### config.mk
export PLATFORM = sky130hd
export DESIGN_NAME = pcsm_monitor
export DESIGN_NICKNAME = d
export VERILOG_FILES = /design/src/pcsm_pkg.sv /design/src/pcsm_monitor.sv
export SDC_FILE = /design/constraint.sdc
export NUM_CORES = 1
export LEC_CHECK = 0
export ABC_AREA = 1
export BUFFER_PORTS_ARGS = -buffer_cell sky130_fd_sc_hd__buf_2
export CORE_ASPECT_RATIO = 0.9
export CORE_MARGIN = 3
export CORE_UTILIZATION = 45
export DETAILED_ROUTE_END_ITERATION = 16
export PLACE_DENSITY = 0.75
export SETUP_SLACK_MARGIN = 0.02
export SYNTH_ARGS = -nofsm -noshare
export SYNTH_HDL_FRONTEND = slang
export SYNTH_SLANG_ARGS = --single-unit
### constraint.sdc
create_clock -name core_clk -period 4.5 [get_ports core_clk]
set_clock_uncertainty 0.2 [all_clocks]
set_input_delay 0.9 -clock core_clk [delete_from_list [all_inputs] [get_ports core_clk]]
set_output_delay 0.9 -clock core_clk [all_outputs]
set_load 0.01 [all_outputs]
### src/pcsm_pkg.sv
// Constants and types shared by the press contact sequence monitor.
// Assumes a 125 MHz core clock and a 32-bit register port.
package pcsm_pkg;
   // Core clock rate and the restart pulse limits in their own units
   localparam longint unsigned CLK_HZ = 64'h7735940;
   localparam longint unsigned MIN_SHORT_MS = 64'h64;
   localparam longint unsigned MIN_LONG_MS = 64'h15e;
   localparam longint unsigned MAX_HIGH_MS = 64'h7530;
   // Least times round up, the longest time rounds down
   localparam logic [31:0] MIN_SHORT_CYC = 32'((MIN_SHORT_MS * CLK_HZ + 64'h3e7) / 64'h3e8);
   localparam logic [31:0] MIN_LONG_CYC = 32'((MIN_LONG_MS * CLK_HZ + 64'h3e7) / 64'h3e8);
   localparam logic [31:0] MAX_HIGH_CYC = 32'((MAX_HIGH_MS * CLK_HZ) / 64'h3e8);

   // Register byte addresses
   localparam logic [3:0] CTRL_ADDR = 4'h0;
   localparam logic [3:0] STATUS_ADDR = 4'h4;

   // Control field positions and reset value
   localparam int CTRL_RESTART_EN = 0;
   localparam int CTRL_DUAL_BOTTOM = 1;
   localparam int CTRL_LONG_MIN = 2;
   localparam int CTRL_SUMMARY_EN = 3;
   localparam int CTRL_OT_EN = 4;
   localparam int CTRL_WIDTH = 5;
   localparam logic [4:0] CTRL_RESET = 5'h11;

   // Bit positions of the synchronised pin vector
   localparam int PIN_TOP = 0;
   localparam int PIN_BOTTOM = 1;
   localparam int PIN_OVER = 2;
   localparam int PIN_RESTART = 3;
   localparam int PIN_COUNT = 4;

   // Bottom edge counts within one press cycle
   localparam logic [1:0] BCNT_NONE = 2'h0;
   localparam logic [1:0] BCNT_ONE = 2'h1;
   localparam logic [1:0] BCNT_TWO = 2'h2;

   // Monitor states, Gray coded along hold, run, fault
   typedef enum logic [1:0] {
      ST_HOLD = 2'h0,
      ST_RUN = 2'h1,
      ST_FAULT = 2'h3
   } pcsm_state_type;

   typedef struct packed {
      logic ot_en;
      logic summary_en;
      logic long_min;
      logic dual_bottom;
      logic restart_en;
   } pcsm_ctrl_type;

   typedef struct packed {
      logic fault_summary;
      logic reset_pending;
      logic ot_fault;
      logic seq_fault;
      logic upstroke;
      logic top_zone;
      logic enable_out;
   } pcsm_out_type;
endpackage

### src/pcsm_monitor.sv
// Press contact sequence monitor: checks cam switch order, drives the
// enable, top-zone and upstroke indications and latches faults.
// Assumes cam and restart switches are asynchronous pins, while
// drive_command and enable_in come from logic on core_clk.
// How it works
// - Restart counts only for a high pulse between the minimum and thirty seconds.
// - With restart enabled, a valid restart pulse clears every latched fault.
// - With restart disabled, only a reset clears a latched fault.
// - Fault summary is high during any fault when the summary is enabled.
// - One top switch pulse per press cycle; extra or missing pulses fault.
// - Bottom already high at start keeps upstroke low the first cycle.
// - In dual mode a second bottom rise never reasserts upstroke.
// - In dual mode a cycle without bottom pulse leaves upstroke low, no fault.
// - After a start with bottom high, bottom rises wait for top-zone to fall.
// - Drive command must rise after top-zone rise or be high at overtravel fall.
// - Failing that, enable drops and overtravel fault and reset pending rise.
// - Enable input low without fault holds enable low and suspends checks.
// - Enable input falling clears enable, top-zone and upstroke, keeps faults.
// - Enable input rising enters the state fitting the present contacts.
// - Contacts in an invalid order raise the sequence fault.
// - Upstroke rises on bottom rise, falls on top rise or bottom fall.
// - Top-zone is high while the top switch is low, low on fault.
// - A sequence fault drops enable, raises its fault and reset pending.
// - Reset pending clears only by valid restart or reset; enable never high meanwhile.
//
// The address-and-strobe port and the register offsets were chosen for this implementation.
`timescale 1ns/1ns
module pcsm_monitor #(
   parameter logic [31:0] MIN_SHORT_CYC = pcsm_pkg::MIN_SHORT_CYC,
   parameter logic [31:0] MIN_LONG_CYC = pcsm_pkg::MIN_LONG_CYC,
   parameter logic [31:0] MAX_HIGH_CYC = pcsm_pkg::MAX_HIGH_CYC
) (
   input wire logic core_clk,
   input wire logic sys_rst,
   input wire logic [3:0] reg_addr,
   input wire logic [31:0] reg_wdata,
   input wire logic reg_wr,
   input wire logic reg_rd,
   output logic [31:0] reg_rdata,
   input wire logic top_position_switch,
   input wire logic bottom_position_switch,
   input wire logic overtravel_switch,
   input wire logic restart_switch,
   input wire logic drive_command,
   input wire logic enable_in,
   output logic enable_out,
   output logic top_zone,
   output logic upstroke,
   output logic seq_fault,
   output logic ot_fault,
   output logic reset_pending,
   output logic fault_summary
);
   localparam int PN = pcsm_pkg::PIN_COUNT;

   pcsm_pkg::pcsm_ctrl_type ctrl, next_ctrl;
   logic [31:0] next_rdata;
   logic [PN-1:0] raw, s1, s2, s3, filt, prev, next_filt;
   logic drive_prev;
   logic [31:0] rcnt, next_rcnt;
   logic restart_ok;
   pcsm_pkg::pcsm_state_type state, next_state;
   pcsm_pkg::pcsm_out_type outs, next_outs;
   logic partial, next_partial, bblk, next_bblk;
   logic cmd_seen, next_cmd_seen, ot_armed, next_ot_armed;
   logic ot_seen, next_ot_seen, next_up;
   logic [1:0] bcnt, next_bcnt;
   logic seq_err, ot_err;
   logic t_rise, t_fall, b_rise, b_fall, o_fall, r_fall, d_rise;

   // Register port: writes and read data both register at the edge that samples the strobe
   always_comb begin
      next_ctrl = ctrl;
      next_rdata = 32'h0;
      if (reg_wr && reg_addr == pcsm_pkg::CTRL_ADDR) begin
         next_ctrl = pcsm_pkg::pcsm_ctrl_type'(reg_wdata[pcsm_pkg::CTRL_WIDTH-1:0]);
      end
      if (reg_rd) begin
         case (reg_addr)
            pcsm_pkg::CTRL_ADDR: begin
               next_rdata = {27'h0, ctrl};
            end
            pcsm_pkg::STATUS_ADDR: begin
               next_rdata = {21'h0, bcnt, state, outs};
            end
            default: begin
               next_rdata = 32'h0;
            end
         endcase
      end
   end

   always_ff @(posedge core_clk or posedge sys_rst) begin
      if (sys_rst) begin
         ctrl <= pcsm_pkg::pcsm_ctrl_type'(pcsm_pkg::CTRL_RESET);
         reg_rdata <= 32'h0;
      end else begin
         ctrl <= next_ctrl;
         reg_rdata <= next_rdata;
      end
   end

   // Pin filter: a change counts once stages two and three agree
   assign raw = {restart_switch, overtravel_switch, bottom_position_switch,
                 top_position_switch};
   genvar gi;
   generate
      for (gi = 0; gi < PN; gi++) begin : g_filt
         assign next_filt[gi] = (s2[gi] == s3[gi]) ? s3[gi] : filt[gi];
      end
   endgenerate

   // Sampled every cycle; prev holds last cycle's value for edges
   always_ff @(posedge core_clk or posedge sys_rst) begin
      if (sys_rst) begin
         s1 <= '0;
         s2 <= '0;
         s3 <= '0;
         filt <= '0;
         prev <= '0;
         drive_prev <= 1'b1; // No false rise if the drive already runs at release
      end else begin
         s1 <= raw;
         s2 <= s1;
         s3 <= s2;
         filt <= next_filt;
         prev <= filt;
         drive_prev <= drive_command;
      end
   end

   // Edge strobes from filtered samples; the drive edge comes from drive_command unfiltered
   assign t_rise = filt[pcsm_pkg::PIN_TOP] & ~prev[pcsm_pkg::PIN_TOP];
   assign t_fall = ~filt[pcsm_pkg::PIN_TOP] & prev[pcsm_pkg::PIN_TOP];
   assign b_rise = filt[pcsm_pkg::PIN_BOTTOM] & ~prev[pcsm_pkg::PIN_BOTTOM];
   assign b_fall = ~filt[pcsm_pkg::PIN_BOTTOM] & prev[pcsm_pkg::PIN_BOTTOM];
   assign o_fall = ~filt[pcsm_pkg::PIN_OVER] & prev[pcsm_pkg::PIN_OVER];
   assign r_fall = ~filt[pcsm_pkg::PIN_RESTART] & prev[pcsm_pkg::PIN_RESTART];
   assign d_rise = drive_command & ~drive_prev;

   // Restart timer saturates one past the maximum so a held button never wraps
   always_comb begin
      next_rcnt = 32'h0;
      if (filt[pcsm_pkg::PIN_RESTART]) begin
         next_rcnt = (rcnt > MAX_HIGH_CYC) ? rcnt : rcnt + 32'h1;
      end
   end
   assign restart_ok = r_fall && rcnt <= MAX_HIGH_CYC &&
      rcnt >= (ctrl.long_min ? MIN_LONG_CYC : MIN_SHORT_CYC);

   always_ff @(posedge core_clk or posedge sys_rst) begin
      if (sys_rst) begin
         rcnt <= 32'h0;
      end else begin
         rcnt <= next_rcnt;
      end
   end

   // Sequence checker and state machine
   always_comb begin
      next_state = state;
      next_partial = partial;
      next_bblk = bblk;
      next_cmd_seen = cmd_seen;
      next_ot_armed = ot_armed;
      next_ot_seen = ot_seen;
      next_bcnt = bcnt;
      next_up = outs.upstroke;
      seq_err = 1'b0;
      ot_err = 1'b0;
      case (state)
         pcsm_pkg::ST_HOLD: begin
            next_up = 1'b0;
            if (enable_in && s1 == s2 && s2 == s3 && filt == s3) begin
               // Settled filter first, so a pin held since reset is no false edge
               next_state = pcsm_pkg::ST_RUN;
               next_partial = 1'b1; // Mid-cycle start skips counts until a top rise
               next_bblk = filt[pcsm_pkg::PIN_BOTTOM];
               next_bcnt = pcsm_pkg::BCNT_NONE;
               next_cmd_seen = 1'b0;
               next_ot_armed = 1'b0;
               next_ot_seen = 1'b0;
            end
         end
         pcsm_pkg::ST_RUN: begin
            if (!enable_in) begin
               next_state = pcsm_pkg::ST_HOLD;
               next_up = 1'b0;
            end else begin
               if (d_rise) begin
                  next_cmd_seen = 1'b1;
               end
               if (b_rise && !bblk) begin
                  if (!filt[pcsm_pkg::PIN_TOP]) begin
                     seq_err = 1'b1;
                  end else if (bcnt == pcsm_pkg::BCNT_NONE) begin
                     next_up = 1'b1;
                     next_bcnt = pcsm_pkg::BCNT_ONE;
                  end else if (!ctrl.dual_bottom || bcnt == pcsm_pkg::BCNT_TWO) begin
                     seq_err = 1'b1;
                  end else begin
                     next_bcnt = pcsm_pkg::BCNT_TWO;
                  end
               end
               if (b_fall) begin
                  next_up = 1'b0;
               end
               if (t_rise) begin
                  // Bottom must already be clear; one top pulse per overtravel pulse
                  if (filt[pcsm_pkg::PIN_BOTTOM] && !bblk) begin
                     seq_err = 1'b1;
                  end
                  if (ctrl.ot_en && !ot_seen && !partial) begin
                     seq_err = 1'b1;
                  end
                  next_up = 1'b0;
                  next_partial = 1'b0;
                  next_bblk = 1'b0;
                  next_ot_seen = 1'b0;
                  next_bcnt = pcsm_pkg::BCNT_NONE;
               end
               if (t_fall) begin
                  // A silent cycle is legal only in dual mode
                  if (!partial && !ctrl.dual_bottom && bcnt == pcsm_pkg::BCNT_NONE) begin
                     seq_err = 1'b1;
                  end
                  next_up = 1'b0;
                  next_cmd_seen = d_rise;
                  next_ot_armed = 1'b1;
               end
               if (ctrl.ot_en && !partial && !filt[pcsm_pkg::PIN_TOP] &&
                   !filt[pcsm_pkg::PIN_OVER]) begin
                  seq_err = 1'b1;
               end
               if (o_fall) begin
                  next_ot_seen = 1'b1;
                  next_ot_armed = 1'b0;
                  if (ctrl.ot_en && ot_armed && !cmd_seen && !d_rise && !drive_command) begin
                     ot_err = 1'b1;
                  end
               end
               if (seq_err || ot_err) begin
                  next_state = pcsm_pkg::ST_FAULT;
                  next_up = 1'b0;
               end
            end
         end
         pcsm_pkg::ST_FAULT: begin
            next_up = 1'b0;
            if (ctrl.restart_en && restart_ok) begin
               next_state = pcsm_pkg::ST_HOLD;
            end
         end
         default: begin
            next_state = pcsm_pkg::ST_HOLD;
            next_up = 1'b0;
         end
      endcase
   end

   // Outputs follow the next state so they change with it
   always_comb begin
      next_outs.enable_out = next_state == pcsm_pkg::ST_RUN;
      next_outs.top_zone = next_state == pcsm_pkg::ST_RUN &&
         !filt[pcsm_pkg::PIN_TOP];
      next_outs.upstroke = next_state == pcsm_pkg::ST_RUN && next_up && !next_bblk;
      next_outs.seq_fault = outs.seq_fault | seq_err;
      next_outs.ot_fault = outs.ot_fault | ot_err;
      next_outs.reset_pending = next_state == pcsm_pkg::ST_FAULT;
      if (state == pcsm_pkg::ST_FAULT && next_state != pcsm_pkg::ST_FAULT) begin
         next_outs.seq_fault = 1'b0;
         next_outs.ot_fault = 1'b0;
      end
      next_outs.fault_summary = ctrl.summary_en &&
         (next_outs.seq_fault || next_outs.ot_fault);
   end

   // Only reset clears faults when restart is disabled
   always_ff @(posedge core_clk or posedge sys_rst) begin
      if (sys_rst) begin
         state <= pcsm_pkg::ST_HOLD;
         outs <= '0;
         partial <= 1'b1;
         bblk <= 1'b0;
         cmd_seen <= 1'b0;
         ot_armed <= 1'b0;
         ot_seen <= 1'b0;
         bcnt <= pcsm_pkg::BCNT_NONE;
      end else begin
         state <= next_state;
         outs <= next_outs;
         partial <= next_partial;
         bblk <= next_bblk;
         cmd_seen <= next_cmd_seen;
         ot_armed <= next_ot_armed;
         ot_seen <= next_ot_seen;
         bcnt <= next_bcnt;
      end
   end

   assign enable_out = outs.enable_out;
   assign top_zone = outs.top_zone;
   assign upstroke = outs.upstroke;
   assign seq_fault = outs.seq_fault;
   assign ot_fault = outs.ot_fault;
   assign reset_pending = outs.reset_pending;
   assign fault_summary = outs.fault_summary;

   // Checks on the monitor's own outputs
   pend_blocks_en_a: assert property (@(posedge core_clk) disable iff (sys_rst)
      reset_pending |-> !enable_out) else $error("enable high with reset pending");
   short_restart_a: assert property (@(posedge core_clk) disable iff (sys_rst)
      (state == pcsm_pkg::ST_FAULT && r_fall && !restart_ok) |=> reset_pending)
      else $error("bad restart pulse cleared a fault");
   restart_clear_a: assert property (@(posedge core_clk) disable iff (sys_rst)
      (state == pcsm_pkg::ST_FAULT && restart_ok && ctrl.restart_en)
      |=> !reset_pending && !seq_fault && !ot_fault) else $error("restart failed");
   no_restart_a: assert property (@(posedge core_clk) disable iff (sys_rst)
      (reset_pending && !ctrl.restart_en) |=> reset_pending)
      else $error("fault cleared without restart input");
   summary_a: assert property (@(posedge core_clk) disable iff (sys_rst)
      (ctrl.summary_en && $past(ctrl.summary_en) && (seq_fault || ot_fault))
      |-> fault_summary) else $error("fault summary low during fault");
   first_cycle_a: assert property (@(posedge core_clk) disable iff (sys_rst)
      bblk |-> !upstroke) else $error("upstroke during blocked first cycle");
   second_bottom_a: assert property (@(posedge core_clk) disable iff (sys_rst)
      (state == pcsm_pkg::ST_RUN && b_rise && bcnt != pcsm_pkg::BCNT_NONE)
      |=> !$rose(upstroke)) else $error("second bottom rise restarted upstroke");
   overtravel_a: assert property (@(posedge core_clk) disable iff (sys_rst)
      ot_err |=> ot_fault && reset_pending && !enable_out ##1 !enable_out)
      else $error("overtravel not latched");
   en_fall_a: assert property (@(posedge core_clk) disable iff (sys_rst)
      $fell(enable_in) |=> !enable_out && !top_zone && !upstroke &&
      $stable(seq_fault) && $stable(ot_fault)) else $error("enable fall outputs wrong");
   hold_idle_a: assert property (@(posedge core_clk) disable iff (sys_rst)
      (!enable_in && !reset_pending)[*2] |-> !enable_out && $stable(seq_fault))
      else $error("checking while enable input low");
   seq_fault_a: assert property (@(posedge core_clk) disable iff (sys_rst)
      seq_err |=> seq_fault && reset_pending && !enable_out && !top_zone)
      else $error("sequence fault not latched");
endmodule

=== Yosys cells after proc, flatten, opt, wreduce, memory -nomap -nowiden ===
Cells that the tools add are included.

* Bits in registers: 106
* Bits in latches: 0
* RAM bits: 0
* Bits in read-only memories: 0
* Input bits: 46
* Output and inout bits: 39
* Word-level logic and storage cells: 189
* Memories: 0

* Add/subtract/negate cells: 1
* $mul: 0
* Div/mod/pow operators: 0
* Order comparisons: 3
* Equality and inequality tests: 24
* Shift-type cells: 0
* Multiplexer cells: 68
* Bitwise logic cells: 16
* Reductions and logical operators: 47

{| class="wikitable"
|+ Operator list
! operator !! number
|-
| $mux 32 || 2
|-
| $mux 1 || 44
|-
| $add 32x1->32 const B || 1
|-
| $ge 32x26->1 || 1
|-
| $gt 32x32->1 const B || 1
|-
| $le 32x32->1 const B || 1
|-
| $mux 26 || 1
|-
| $logic_and 1x1->1 || 25
|-
| $mux 2 || 12
|-
| $pmux 11 s2 || 1
|-
| $reduce_and 4->1 || 4
|-
| $ne 3x3->1 const B || 5
|-
| $eq 4x4->1 || 3
|-
| $mux 11 || 1
|-
| $logic_not 1->1 || 10
|-
| $ne 2x2->1 const B || 5
|-
| $pmux 1 s2 || 5
|-
| $and 1x1->1 || 7
|-
| $not 1->1 || 7
|-
| $eq 2x2->1 const B || 3
|-
| $pmux 2 s3 || 1
|-
| $reduce_and 6->1 || 1
|-
| $eq 1x1->1 || 4
|-
| $eq 2x1->1 const B || 2
|-
| other kinds (8) || 12
|}

=== Logic depth before layout (Yosys ltp) ===
Gate-level depths: netlist (run 1).

* Depth after elaboration: 23
* Gate-level depth with buffers: 14
* Mapped depth without buffers: 14

=== Worst setup path after synthesis (run 1) ===
Ideal clock, no wire load.

* Path kind: input port to flip-flop
* Start: input port reg_addr[1]
* End: register ctrl[0] in the netlist's numbering
* Library setup time: 82 ps
* Data arrival time: 1935 ps
* Required time: 4218 ps
* Setup slack: 2283 ps
* Stages on the path: 4
* Cell sequence: or2_2 -> nor3_2 -> nand2_1 -> mux2_2

* Longest elaborated chain between the ends: 2

{| class="wikitable"
|+ RTL lines
! what !! line !! text
|-
| from (decl) || pcsm_monitor.sv:35 || <nowiki>input wire logic [3:0] reg_addr,</nowiki>
|-
| $logic_not 4->1 || pcsm_monitor.sv:75 || <nowiki>if (reg_wr && reg_addr == pcsm_pkg::CTRL_ADDR) begin</nowiki>
|-
| $logic_and 1x1->1 || pcsm_monitor.sv:75 ||
|-
| to (signal assigned) || pcsm_monitor.sv:95 || <nowiki>ctrl <= pcsm_pkg::pcsm_ctrl_type'(pcsm_pkg::CTRL_RESET);</nowiki>
|-
| to (signal assigned) || pcsm_monitor.sv:98 || <nowiki>ctrl <= next_ctrl;</nowiki>
|-
| to (decl) || pcsm_monitor.sv:56 || <nowiki>pcsm_pkg::pcsm_ctrl_type ctrl, next_ctrl;</nowiki>
|}

Every way passes these cells.
A chain may end at the register's enable or synchronous reset.

=== Worst setup path after layout (run 1) ===
* Start: register rcnt[0]
* End: register rcnt[4]

* Longest elaborated chain between the ends: 3

{| class="wikitable"
|+ RTL lines
! what !! line !! text
|-
| from (decl) || pcsm_monitor.sv:60 || <nowiki>logic [31:0] rcnt, next_rcnt;</nowiki>
|-
| from (signal assigned) || pcsm_monitor.sv:155 || <nowiki>rcnt <= next_rcnt;</nowiki>
|-
| $add 32x1->32 || pcsm_monitor.sv:145 || <nowiki>next_rcnt = (rcnt > MAX_HIGH_CYC) ? rcnt : rcnt + 32'h1;</nowiki>
|-
| $mux 32 || pcsm_monitor.sv:145 ||
|-
| $mux 32 || pcsm_monitor.sv:144 || <nowiki>if (filt[pcsm_pkg::PIN_RESTART]) begin</nowiki>
|}

Several ways; a longest one is shown, not always the timed one. The select of a mux whose other input is x is not followed.

==> out/results.md, run 1 <==
Outcome
- result of the run: complete, no violations

Logic synthesis
- XOR/XNOR Fraction of Synth Area: 0.01442
- mux cell area share after synthesis: 0.004634
- Synth Area per Inst: 7.726 um^2
- most area-hungry cell type in the Yosys netlist: sky130_fd_sc_hd__dfrtp_1
- post-synthesis sequential element count: 85
- Compound-Gate Fraction of Synth Area: 0.08651
- Syn. warnings: 0
- largest family of logic cells by synthesized area: simple AND/OR/NAND/NOR gates
- post-synthesis share of cell area spent on full adders, half adders and majority gates: 0.03090
- most area-consuming cells after synthesis: sky130_fd_sc_hd__dfrtp_1, sky130_fd_sc_hd__nand2_1, sky130_fd_sc_hd__nor2_1
- synthesized area: 0.004860 mm^2
- simple-gate share of the synthesized area: 0.3139
- Gate Count Post-Synth: 629
- portion of synthesized cell area occupied by the leading cell type: 0.4171
- part of the Yosys area used for sequential elements: 0.4387
- number of distinct standard cells referenced by the synthesized netlist: 46

GRT
- pin count of the biggest net entering global routing: 37
- via count of the first global-routing pass: 3890
- total overflow reported by the global router: 0
- wire length of the first global-routing pass: 18620 um
- number of antenna violations at the first check in global routing: 0
- combined global-route utilization of all metal layers: 0.1917

Route
- post-detailed-route count of antenna-violating nets: 0
- Initial DRC Count: 370
- average routed wire per standard cell: 14.00 um
- iteration count of the initial detailed-routing pass: 4
- total number of vias: 4240
- routed wire length: 11190 um
- number of vias per cell: 5.307
- DRC Markers: 0

Setup path
- origin of the critical flop-to-flop path: rcnt[0]
- Worst path most repeated cell: sky130_fd_sc_hd__nand2_1
- slowest cell on the critical path: sky130_fd_sc_hd__dfrtp_1
- classification of the worst setup path: register to register
- kind of end point of the critical path: register
- Largest stage delay, worst path: 0.40 ns
- required time of the critical path: 4.54 ns
- critical path startpoint category: register
- data arrival time of the critical path: 2.75 ns
- Crit. Startpoint: rcnt[0]
- cells traversed along the worst timing path: inv_1 > ha_1 > nand2_1 > nor2_1 > nand4_1 > nor2_1 > nand2_1 > nand2_2 > inv_2 > nor2_1 > nand2_1 > nand2_1 > a21oi_1
- Critical Path Fanout Max: 22

Finish
- Register Area: 0.002132 mm^2
- Design Area, Final: 0.005361 mm^2
- Ant. Diodes: 0
- net count reported at finish: 723
- area growth from synthesis to layout: 10.32%
- multi-input gate area in the final layout: 0.002267 mm^2
- fill cell instance count of the final layout: 975
- layout cell share with drive strength beyond 1: 0.1493

Timing
- RSZ-0062 raised after global routing: no
- total count of max-transition violations in the final report: 0
- final setup vio count: 0
- post-layout min period: 2.720 ns
- post-route setup TNS: 0 ns
- share of the cycle needed by the critical path after routing: 0.6044
- Final Hold Fails: 0
- achievable clock frequency: 367.7 MHz

Pwr
- largest vdd supply drop: 142.5 uV
- Lkg Pwr: 2.535 nW
- total power per unit cell area: 319.6 mW/mm^2

Worst hold path
- kind of path behind the tightest hold check: register to register
- worst hold path startpoint: s1[2]

Die
- Boundary Pins: 85
- Site Rows: 35
- floorplan core area: 0.01038 mm^2
- Die Span X: 115.5 um
- Die H: 104.6 um
- Total Die Area: 0.01208 mm^2
- Initial Utilization: 0.4682

Clock tree
- buffers inserted by post-CTS timing repair: 0
- maximum level of the CTS H-tree: 3
- TritonCTS clock tree: built
- Clock transition at path regs: 0.07 ns
- CTS Root Cell: sky130_fd_sc_hd__clkbuf_16
- number of clock sinks: 85
- post-CTS resize count: 0
- number of clock buffers inserted by TritonCTS: 9
- maximum clock insertion buffer count: 2
- count of hold-fix buffers inserted at cts: 0
- insertion delay of the later-clocked pin in the worst-skew pair: 0.35 ns

Placement
- Port Buffers: 36
- Placement Cell Area: 0.005069 mm^2
- Detailed Place HPWL: 8337 um
- final estimated routing congestion in global placement: 0.9140

Flow run
- Max-cap violations: 0

## critical path: cells and delay by family (launching register included)
family,cells,cell delay (ns)
simple gates,9,1.42
fa+ha+maj,1,0.15
compound gates,1,0.04
flops,1,0.40
buf+inv,2,0.39
## metal layers
metal  global-route usage  routed length, um  vias to the layer above
li1                     -                  -                     2075
met1               0.2733               5174                     2007
met2               0.2909               5124                      142
met3              0.04169                715                       16
met4              0.06035                172                        0
met5                    0                  0                        -
## layout make-up
| cell class | instances | share of cell area |
|---|---|---|
| clock buffers | 10 | 0.04457 |
| clock inverters | 6 | 0.01004 |
| inverters | 81 | 0.05694 |
| multi-input cells | 449 | 0.4229 |
| flip-flops and latches | 85 | 0.3977 |
| well taps | 129 | 0.03011 |
| repair buffers | 39 | 0.03781 |
## power breakdown
group          internal (mW)  leakage (nW)  switching (mW)  total [mW]
Clock                  0.399         0.142           0.328       0.727
Combinational         0.0509          1.31           0.105       0.156
Sequential             0.797          1.09          0.0335       0.831
## registers in the layout, indices dropped and copies added, names as in the netlist, 2 cells and up
name       count
s3             4
reg_rdata     11
filt           4
prev           4
ctrl           5
bcnt           2
s2             4
s1             4
state          2
rcnt          32
## path summary, 6_finish.rpt
path,to,slack (ns),depth (start not counted)
setup reg to reg,rcnt[4],1.78,13
min in group asynchronous,s1[3],0.33,2
max in group asynchronous,ctrl[0],2.95,3
hold reg to reg,s2[2],0.20,0
setup / recovery,rcnt[4],1.78,13
hold / removal,s2[2],0.20,0
## logic make-up (layout without fill, tap and decap cells)
kind of cell,Yosys count,count (layout)
and+or+nand+nor,329,329
buffers and inverters,115,136
DFF,85,85
AOI/OAI and AO/OA,77,77
adders and majority gates,12,12
xor gates and xnor gates,8,8
muxes,2,2
other,1,21
## through the flow
stage                     setup slack, ns  cells  total power [mW]    util  hold WS (ns)
after global routing                1.618    799             1.781  0.5166        0.2059
after floorplan                     1.213    649            0.9580       -        0.1487
after global placement              1.864    783            0.9915  0.4884        0.1750
final                               1.780    799             1.713  0.5166        0.1964
after CTS                           1.804    799             1.729  0.5166        0.1985
after detailed placement            1.828    783            0.9999  0.4884        0.1823
## Yosys cell counts, drive strengths merged
cell type  count
and3           1
nand4         21
nand2        131
o22ai          2
nand3         40
o31ai          2
inv           81
xnor2          1
nor3          22
a31oi          1
mux2           2
buf           31
a21oi         31
nor2          96
xor2           7
nand2b         1
ha            12
dfstp          4
or3            1
nor3b          4
o21a           2
o211ai         1
clkbuf         3
and2           1
o2111ai        3
conb           1
dfrtp         81
o21ai         35
nor4           5
nand3b         3
or2            3
## placed cells by master, fill, tap and decap left out, types with 3 or more instances in the layout
cell / synthesis / final
sky130_fd_sc_hd__nand3_1: 39 / 39
sky130_fd_sc_hd__nor3b_1: 4 / 4
sky130_fd_sc_hd__nand3b_1: 3 / 3
sky130_fd_sc_hd__dfstp_2: 4 / 4
sky130_fd_sc_hd__nor2_4: 3 / 3
sky130_fd_sc_hd__nand2_1: 124 / 124
sky130_fd_sc_hd__nand4_1: 20 / 20
sky130_fd_sc_hd__nand2_2: 7 / 7
sky130_fd_sc_hd__a21oi_1: 30 / 30
sky130_fd_sc_hd__or2_2: 3 / 3
sky130_fd_sc_hd__ha_1: 12 / 12
sky130_fd_sc_hd__xor2_1: 7 / 7
sky130_fd_sc_hd__nor2_1: 86 / 86
sky130_fd_sc_hd__dfrtp_1: 81 / 81
sky130_fd_sc_hd__nor3_1: 18 / 18
sky130_fd_sc_hd__nor3_2: 4 / 4
sky130_fd_sc_hd__buf_4: 21 / 3
sky130_fd_sc_hd__clkbuf_16: 0 / 9
sky130_fd_sc_hd__buf_2: 7 / 36
sky130_fd_sc_hd__o2111ai_1: 3 / 3
sky130_fd_sc_hd__inv_2: 9 / 9
sky130_fd_sc_hd__conb_1: 1 / 21
sky130_fd_sc_hd__inv_1: 72 / 71
sky130_fd_sc_hd__nor4_1: 4 / 4
sky130_fd_sc_hd__o21ai_0: 26 / 26
sky130_fd_sc_hd__nor2_2: 7 / 7
sky130_fd_sc_hd__o21ai_1: 8 / 8
Power figures use the tool's default switching activity.
==> run 2: changes to the inputs <==
clock period = 2.53 ns   (was 4.5 ns; I/O delays follow)
==> run 2 against run 1 <==
Net effect:
- final area up 0.96%
- maximum frequency up 17%
- utilization up 0.49 points
- combinational power up 90%
- global-route usage down 0.24 points
- non-clock buffer count up 3
- sequential cell count unchanged
- first-iteration DRC count up 4.1%
- sequential share of layout area down 0.38 points
- setup slack worse by 1.6 ns
- hold slack worse by 0.13 ns
- total power up 80%
- critical path type unchanged
- highest routed layer unchanged
==> out/results.md, run 2 (synthesized netlist as in run 1, its figures left out) <==
Flow run
- Max-cap violations: 0

Route
- average routed wire per standard cell: 14.01 um
- Initial DRC Count: 385
- iteration count of the initial detailed-routing pass: 5
- routed wire length: 11230 um
- total number of vias: 4317
- DRC Markers: 0
- post-detailed-route count of antenna-violating nets: 0
- number of vias per cell: 5.390

Setup path
- kind of end point of the critical path: register
- Reg-to-Reg End: rcnt[14]
- classification of the worst setup path: register to register
- origin of the critical flop-to-flop path: rcnt[0]
- cell count of the worst reg-to-reg path: 12
- Crit. Startpoint: rcnt[0]
- timing endpoint of the critical path: rcnt[14]
- Critical Path Fanout Max: 11
- critical path startpoint category: register
- required time of the critical path: 2.61 ns
- data arrival time of the critical path: 2.40 ns
- R2R setup slack: 0.21 ns

Clock tree
- CTS Root Cell: sky130_fd_sc_hd__clkbuf_16
- insertion delay of the later-clocked pin in the worst-skew pair: 0.34 ns
- maximum clock insertion buffer count: 2
- maximum level of the CTS H-tree: 3
- buffers inserted by post-CTS timing repair: 0
- number of clock sinks: 85
- TritonCTS clock tree: built
- Clock transition at path regs: 0.06 ns
- number of clock buffers inserted by TritonCTS: 9

Finish
- area growth from synthesis to layout: 11.38%
- layout cell share with drive strength beyond 1: 0.1533
- leading registers by flop count: rcnt: 32 flops, reg_rdata: 11 flops, ctrl: 5 flops
- Ant. Diodes: 0
- Register Area: 0.002132 mm^2
- final standard cell count with taps included and fillers excluded: 801
- Most flops, register: rcnt
- number of flip-flops under the largest register name: 32
- net count reported at finish: 726
- fill cell instance count of the final layout: 978
- highest-count cells in the layout ignoring fill and taps: sky130_fd_sc_hd__nand2_1, sky130_fd_sc_hd__nor2_1, sky130_fd_sc_hd__dfrtp_1
- multi-input gate area in the final layout: 0.002275 mm^2
- leading cell type in the layout, fill and taps excluded: sky130_fd_sc_hd__nand2_1

Die
- Total Die Area: 0.01208 mm^2
- Boundary Pins: 85
- Site Rows: 35
- floorplan core area: 0.01038 mm^2
- Initial Utilization: 0.4682
- Die H: 104.6 um
- Die Span X: 115.5 um

GRT
- via count of the first global-routing pass: 3938
- wire length of the first global-routing pass: 18600 um
- combined global-route utilization of all metal layers: 0.1893
- pin count of the biggest net entering global routing: 86
- number of antenna violations at the first check in global routing: 0
- total overflow reported by the global router: 0

Timing
- share of the cycle needed by the critical path after routing: 0.9181
- post-layout min period: 2.323 ns
- post-route setup TNS: 0 ns
- Final Hold Fails: 0
- least setup slack across all paths after layout: 0.2073 ns
- RSZ-0062 raised after global routing: yes
- final setup vio count: 0
- total count of max-transition violations in the final report: 0
- achievable clock frequency: 430.5 MHz

Placement
- Detailed Place HPWL: 8221 um
- final estimated routing congestion in global placement: 0.9327
- DP Cell Count: 786
- DP Worst Slack: 0.2248 ns
- Port Buffers: 36

Outcome
- result of the run: complete, no violations

Pwr
- largest vdd supply drop: 346.5 uV
- Lkg Pwr: 2.554 nW
- total power per unit cell area: 571.1 mW/mm^2

Worst hold path
- kind of path behind the tightest hold check: input pin to register

## run 2: cell types whose count changed in the layout (fill, tap and decap cells not counted)
cell,before,now
sky130_fd_sc_hd__buf_4,3,5
sky130_fd_sc_hd__inv_4,0,1
sky130_fd_sc_hd__clkinv_2,1,0
sky130_fd_sc_hd__inv_8,1,0
sky130_fd_sc_hd__clkinvlp_4,1,3
sky130_fd_sc_hd__nor2_1,86,85
sky130_fd_sc_hd__nor2_2,7,8
sky130_fd_sc_hd__nand2_4,0,1
sky130_fd_sc_hd__nand2_2,7,6
sky130_fd_sc_hd__bufinv_16,0,1
sky130_fd_sc_hd__buf_12,0,1
sky130_fd_sc_hd__inv_2,9,8
sky130_fd_sc_hd__clkinv_4,2,1
sky130_fd_sc_hd__clkbuf_8,1,0
## run 2: worst min-delay path by stage
| stage | start | to | slack (ns) | depth (start not counted) |
|---|---|---|---|---|
| after floorplan | filt[0] | prev[0] | 0.15 | 0 |
| after global placement | s1[2] | s2[2] | 0.17 | 0 |
| after detailed placement | s1[3] | s2[3] | 0.19 | 0 |
| after global routing | overtravel_switch | s1[2] | 0.06 | 1 |
| final | overtravel_switch | s1[2] | 0.07 | 1 |
| after CTS | overtravel_switch | s1[2] | 0.07 | 1 |
## run 2: power breakdown
group	switching, mW	internal, mW
Sequential	0.0469	1.42
Clock	0.562	0.768
Combinational	0.197	0.0985
Total	0.806	2.29
## run 2: through the flow
step           area, um^2  utilization  hold slack (ns)  total power [mW]
2_1_floorplan        4938            -           0.1487             1.704
3_3_place_gp         5106       0.4920           0.1749             1.772
3_5_place_dp         5106       0.4920           0.1891             1.787
4_1_cts              5403       0.5206          0.06796             3.114
5_1_grt              5413       0.5215          0.06124             3.229
6_report             5413       0.5215          0.07073             3.091
## run 2: what timing repair did
action / in CTS / in global routing
setup endpoints to repair: 0 / 4
hold buffers: 0 / 0
gates resized for setup: 0 / 4
## run 2: critical path: stages (launching register included)
cell                      delay [ns]
sky130_fd_sc_hd__dfrtp_1        0.39
sky130_fd_sc_hd__inv_1          0.11
sky130_fd_sc_hd__ha_1           0.15
sky130_fd_sc_hd__nand2_1        0.05
sky130_fd_sc_hd__nor2_1         0.17
sky130_fd_sc_hd__nand4_1        0.14
sky130_fd_sc_hd__nor2_1         0.17
sky130_fd_sc_hd__nand2_1        0.11
sky130_fd_sc_hd__nand2_2        0.14
sky130_fd_sc_hd__buf_4          0.22
sky130_fd_sc_hd__nand3_1        0.12
sky130_fd_sc_hd__a21oi_1        0.15
sky130_fd_sc_hd__o21a_1         0.13
## run 2: final cells by class
cell class                      instances  share of cell area
Inverter                               81             0.05733
Clock buffer                            9             0.04161
Multi-Input combinational cell        449              0.4202
Tap cell                              129             0.02982
Sequential cell                        85              0.3939
Clock inverter                          6             0.01318
Timing Repair Buffer                   42             0.04392
## run 2: layer usage
layer / up-vias / track usage / share of wire
met5: - / 0 / 0
li1: 2077 / - / -
met1: 2069 / 0.2698 / 0.48
met3: 19 / 0.03358 / 0.057
met2: 152 / 0.2872 / 0.45
met4: 0 / 0.07041 / 0.019
==> run 3: changes to the inputs <==
CORE_ASPECT_RATIO = default   (was 0.9)
==> run 3 against run 2 <==
Net effect:
- combinational power hardly changed
- count of clock-buffer cells in the layout up 1
- via count decreased by 1.5%
- non-clock buffer count increased by 7
- sequential share of layout area up 0.16 points
- maximum frequency increased by 0.81%
- largest cell class unchanged
==> out/results.md, run 3 (synthesized netlist as in run 1, its figures left out) <==
Placement
- Detailed Place HPWL: 8023 um
- final estimated routing congestion in global placement: 0.9500
- Port Buffers: 36

Timing
- share of the cycle needed by the critical path after routing: 0.9107
- final setup vio count: 0
- post-route setup TNS: 0 ns
- RSZ-0062 raised after global routing: no
- total count of max-transition violations in the final report: 0
- Final Hold Fails: 0
- Worst Hold Slack: 0.05162 ns
- post-layout min period: 2.304 ns
- achievable clock frequency: 434.0 MHz

Clock tree
- Clock transition at path regs: 0.08 ns
- number of clock sinks: 85
- CTS Root Cell: sky130_fd_sc_hd__clkbuf_8
- insertion delay of the later-clocked pin in the worst-skew pair: 0.36 ns
- buffers inserted by post-CTS timing repair: 0
- maximum level of the CTS H-tree: 3
- number of clock buffers inserted by TritonCTS: 9
- maximum clock insertion buffer count: 2
- TritonCTS clock tree: built

Finish
- Ant. Diodes: 0
- layout cell share with drive strength beyond 1: 0.1605
- highest-count cells in the layout ignoring fill and taps: sky130_fd_sc_hd__nand2_1, sky130_fd_sc_hd__nor2_1, sky130_fd_sc_hd__dfrtp_1
- leading registers by flop count: rcnt: 32 flops, reg_rdata: 11 flops, ctrl: 5 flops
- Most flops, register: rcnt
- final core area utilization: 0.5175
- number of flip-flops under the largest register name: 32
- leading cell type in the layout, fill and taps excluded: sky130_fd_sc_hd__nand2_1
- area growth from synthesis to layout: 10.92%
- net count reported at finish: 733

Setup path
- classification of the worst setup path: register to register
- kind of end point of the critical path: register
- data arrival time of the critical path: 2.34 ns
- Worst path most repeated cell: sky130_fd_sc_hd__nand2_1
- critical path startpoint category: register
- cells traversed along the worst timing path: inv_1 > ha_1 > nand2_1 > nor2_1 > nand4_1 > nor2_1 > nand2_1 > nand2_2 > nand2_1 > o21ai_0 > a21oi_1
- required time of the critical path: 2.57 ns
- slowest cell on the critical path: sky130_fd_sc_hd__dfrtp_1
- Critical Path Fanout Max: 7
- Largest stage delay, worst path: 0.40 ns

Worst hold path
- kind of path behind the tightest hold check: input pin to register

Pwr
- relative contribution of combinational cells to total power: 0.109
- Lkg Pwr: 2.550 nW
- net switching power figure: 0.7308 mW
- cell-internal power: 2.002 mW
- clock share of power: 0.355
- fraction of power consumed by sequential logic: 0.536
- total power per unit cell area: 507.0 mW/mm^2
- largest vdd supply drop: 305.3 uV
- switching power as a share of total power: 0.2674

GRT
- wire length of the first global-routing pass: 17860 um
- via count of the first global-routing pass: 3828
- pin count of the biggest net entering global routing: 29
- total overflow reported by the global router: 0
- number of antenna violations at the first check in global routing: 0
- combined global-route utilization of all metal layers: 0.1870

Die
- Boundary Pins: 85
- Die Span X: 109.9 um
- Initial Utilization: 0.4665
- Die H: 109.9 um
- floorplan core area: 0.01042 mm^2
- Site Rows: 37
- Total Die Area: 0.01208 mm^2

Route
- total number of vias: 4253
- Initial DRC Count: 304
- iteration count of the initial detailed-routing pass: 5
- average routed wire per standard cell: 13.02 um
- post-detailed-route count of antenna-violating nets: 0
- number of vias per cell: 5.218
- DRC Markers: 0
- routed wire length: 10610 um

Flow run
- Max-cap violations: 0

Outcome
- result of the run: complete, no violations

## run 3: cell types whose count changed in the layout (fill, tap and decap cells not counted), moves of 2 or more
cell | previous run | this run
sky130_fd_sc_hd__clkbuf_8 | 0 | 10
sky130_fd_sc_hd__clkbuf_16 | 9 | 0
sky130_fd_sc_hd__buf_4 | 5 | 9
sky130_fd_sc_hd__clkinv_4 | 1 | 3
sky130_fd_sc_hd__clkinvlp_4 | 3 | 1
sky130_fd_sc_hd__inv_6 | 2 | 0
## run 3: critical path: cells and delay by family, from the launching register on
kind	cells	cell delay, ns
and+or+nand+nor	7	0.96
DFF	1	0.40
AOI/OAI and AO/OA	2	0.36
adders and majority gates	1	0.16
buffers and inverters	1	0.12
## run 3: final cells by class
| cell class | instances | area, um^2 |
|---|---|---|
| repair buffers | 49 | 309.0 |
| clock inverters | 5 | 61.31 |
| clock buffers | 10 | 137.6 |
| multi-input cells | 449 | 2270 |
| well taps | 136 | 170.2 |
| inverters | 81 | 310.3 |
| fillers | 940 | 5026 |
| flip-flops and latches | 85 | 2132 |
## run 3: timing repair
action / 4_1_cts / 5_1_grt
endpoints found under the setup margin: 0 / 6
resized for setup: 0 / 4
hold buffers: 1 / 0
hold endpoints to repair: 12 / 0
## run 3: per-layer routing
metal	wire length (um)	up-vias	track usage
li1	-	2091	-
met2	4794	174	0.2981
met5	0	-	0
met1	4820	1968	0.2566
met3	795	20	0.03406
met4	199	0	0.06233
## run 3: worst paths after layout
check,startpoint,slack (ns),to,depth (start not counted)
max reg2reg,rcnt[0],0.23,rcnt[12],11
min in group asynchronous,sys_rst,0.48,rcnt[24],3
max in group asynchronous,sys_rst,1.03,ctrl[4],4
max,rcnt[0],0.23,rcnt[12],11
min,overtravel_switch,0.05,s1[2],1
min reg2reg,s1[2],0.20,s2[2],0
## run 3: through the flow
stage / cell area [um^2] / cells / power [mW] / worst slack (ns)
after floorplan: 4938 / 649 / 1.704 / 0.5516
after global placement: 5172 / 799 / 1.776 / 0.2392
after detailed placement: 5172 / 799 / 1.788 / 0.2070
after CTS: 5381 / 815 / 2.761 / 0.1800
after global routing: 5390 / 815 / 2.871 / 0.02367
final: 5390 / 815 / 2.733 / 0.2259
## run 3: power groups by stage
stage / Combinational, mW / Sequential, mW / Clock, mW
floorplan: 0.222 / 1.48 / 0
CTS: 0.300 / 1.46 / 0.996
detailed placement: 0.297 / 1.49 / 0
global placement: 0.288 / 1.49 / 0
global route: 0.342 / 1.47 / 1.06
finish: 0.298 / 1.46 / 0.970
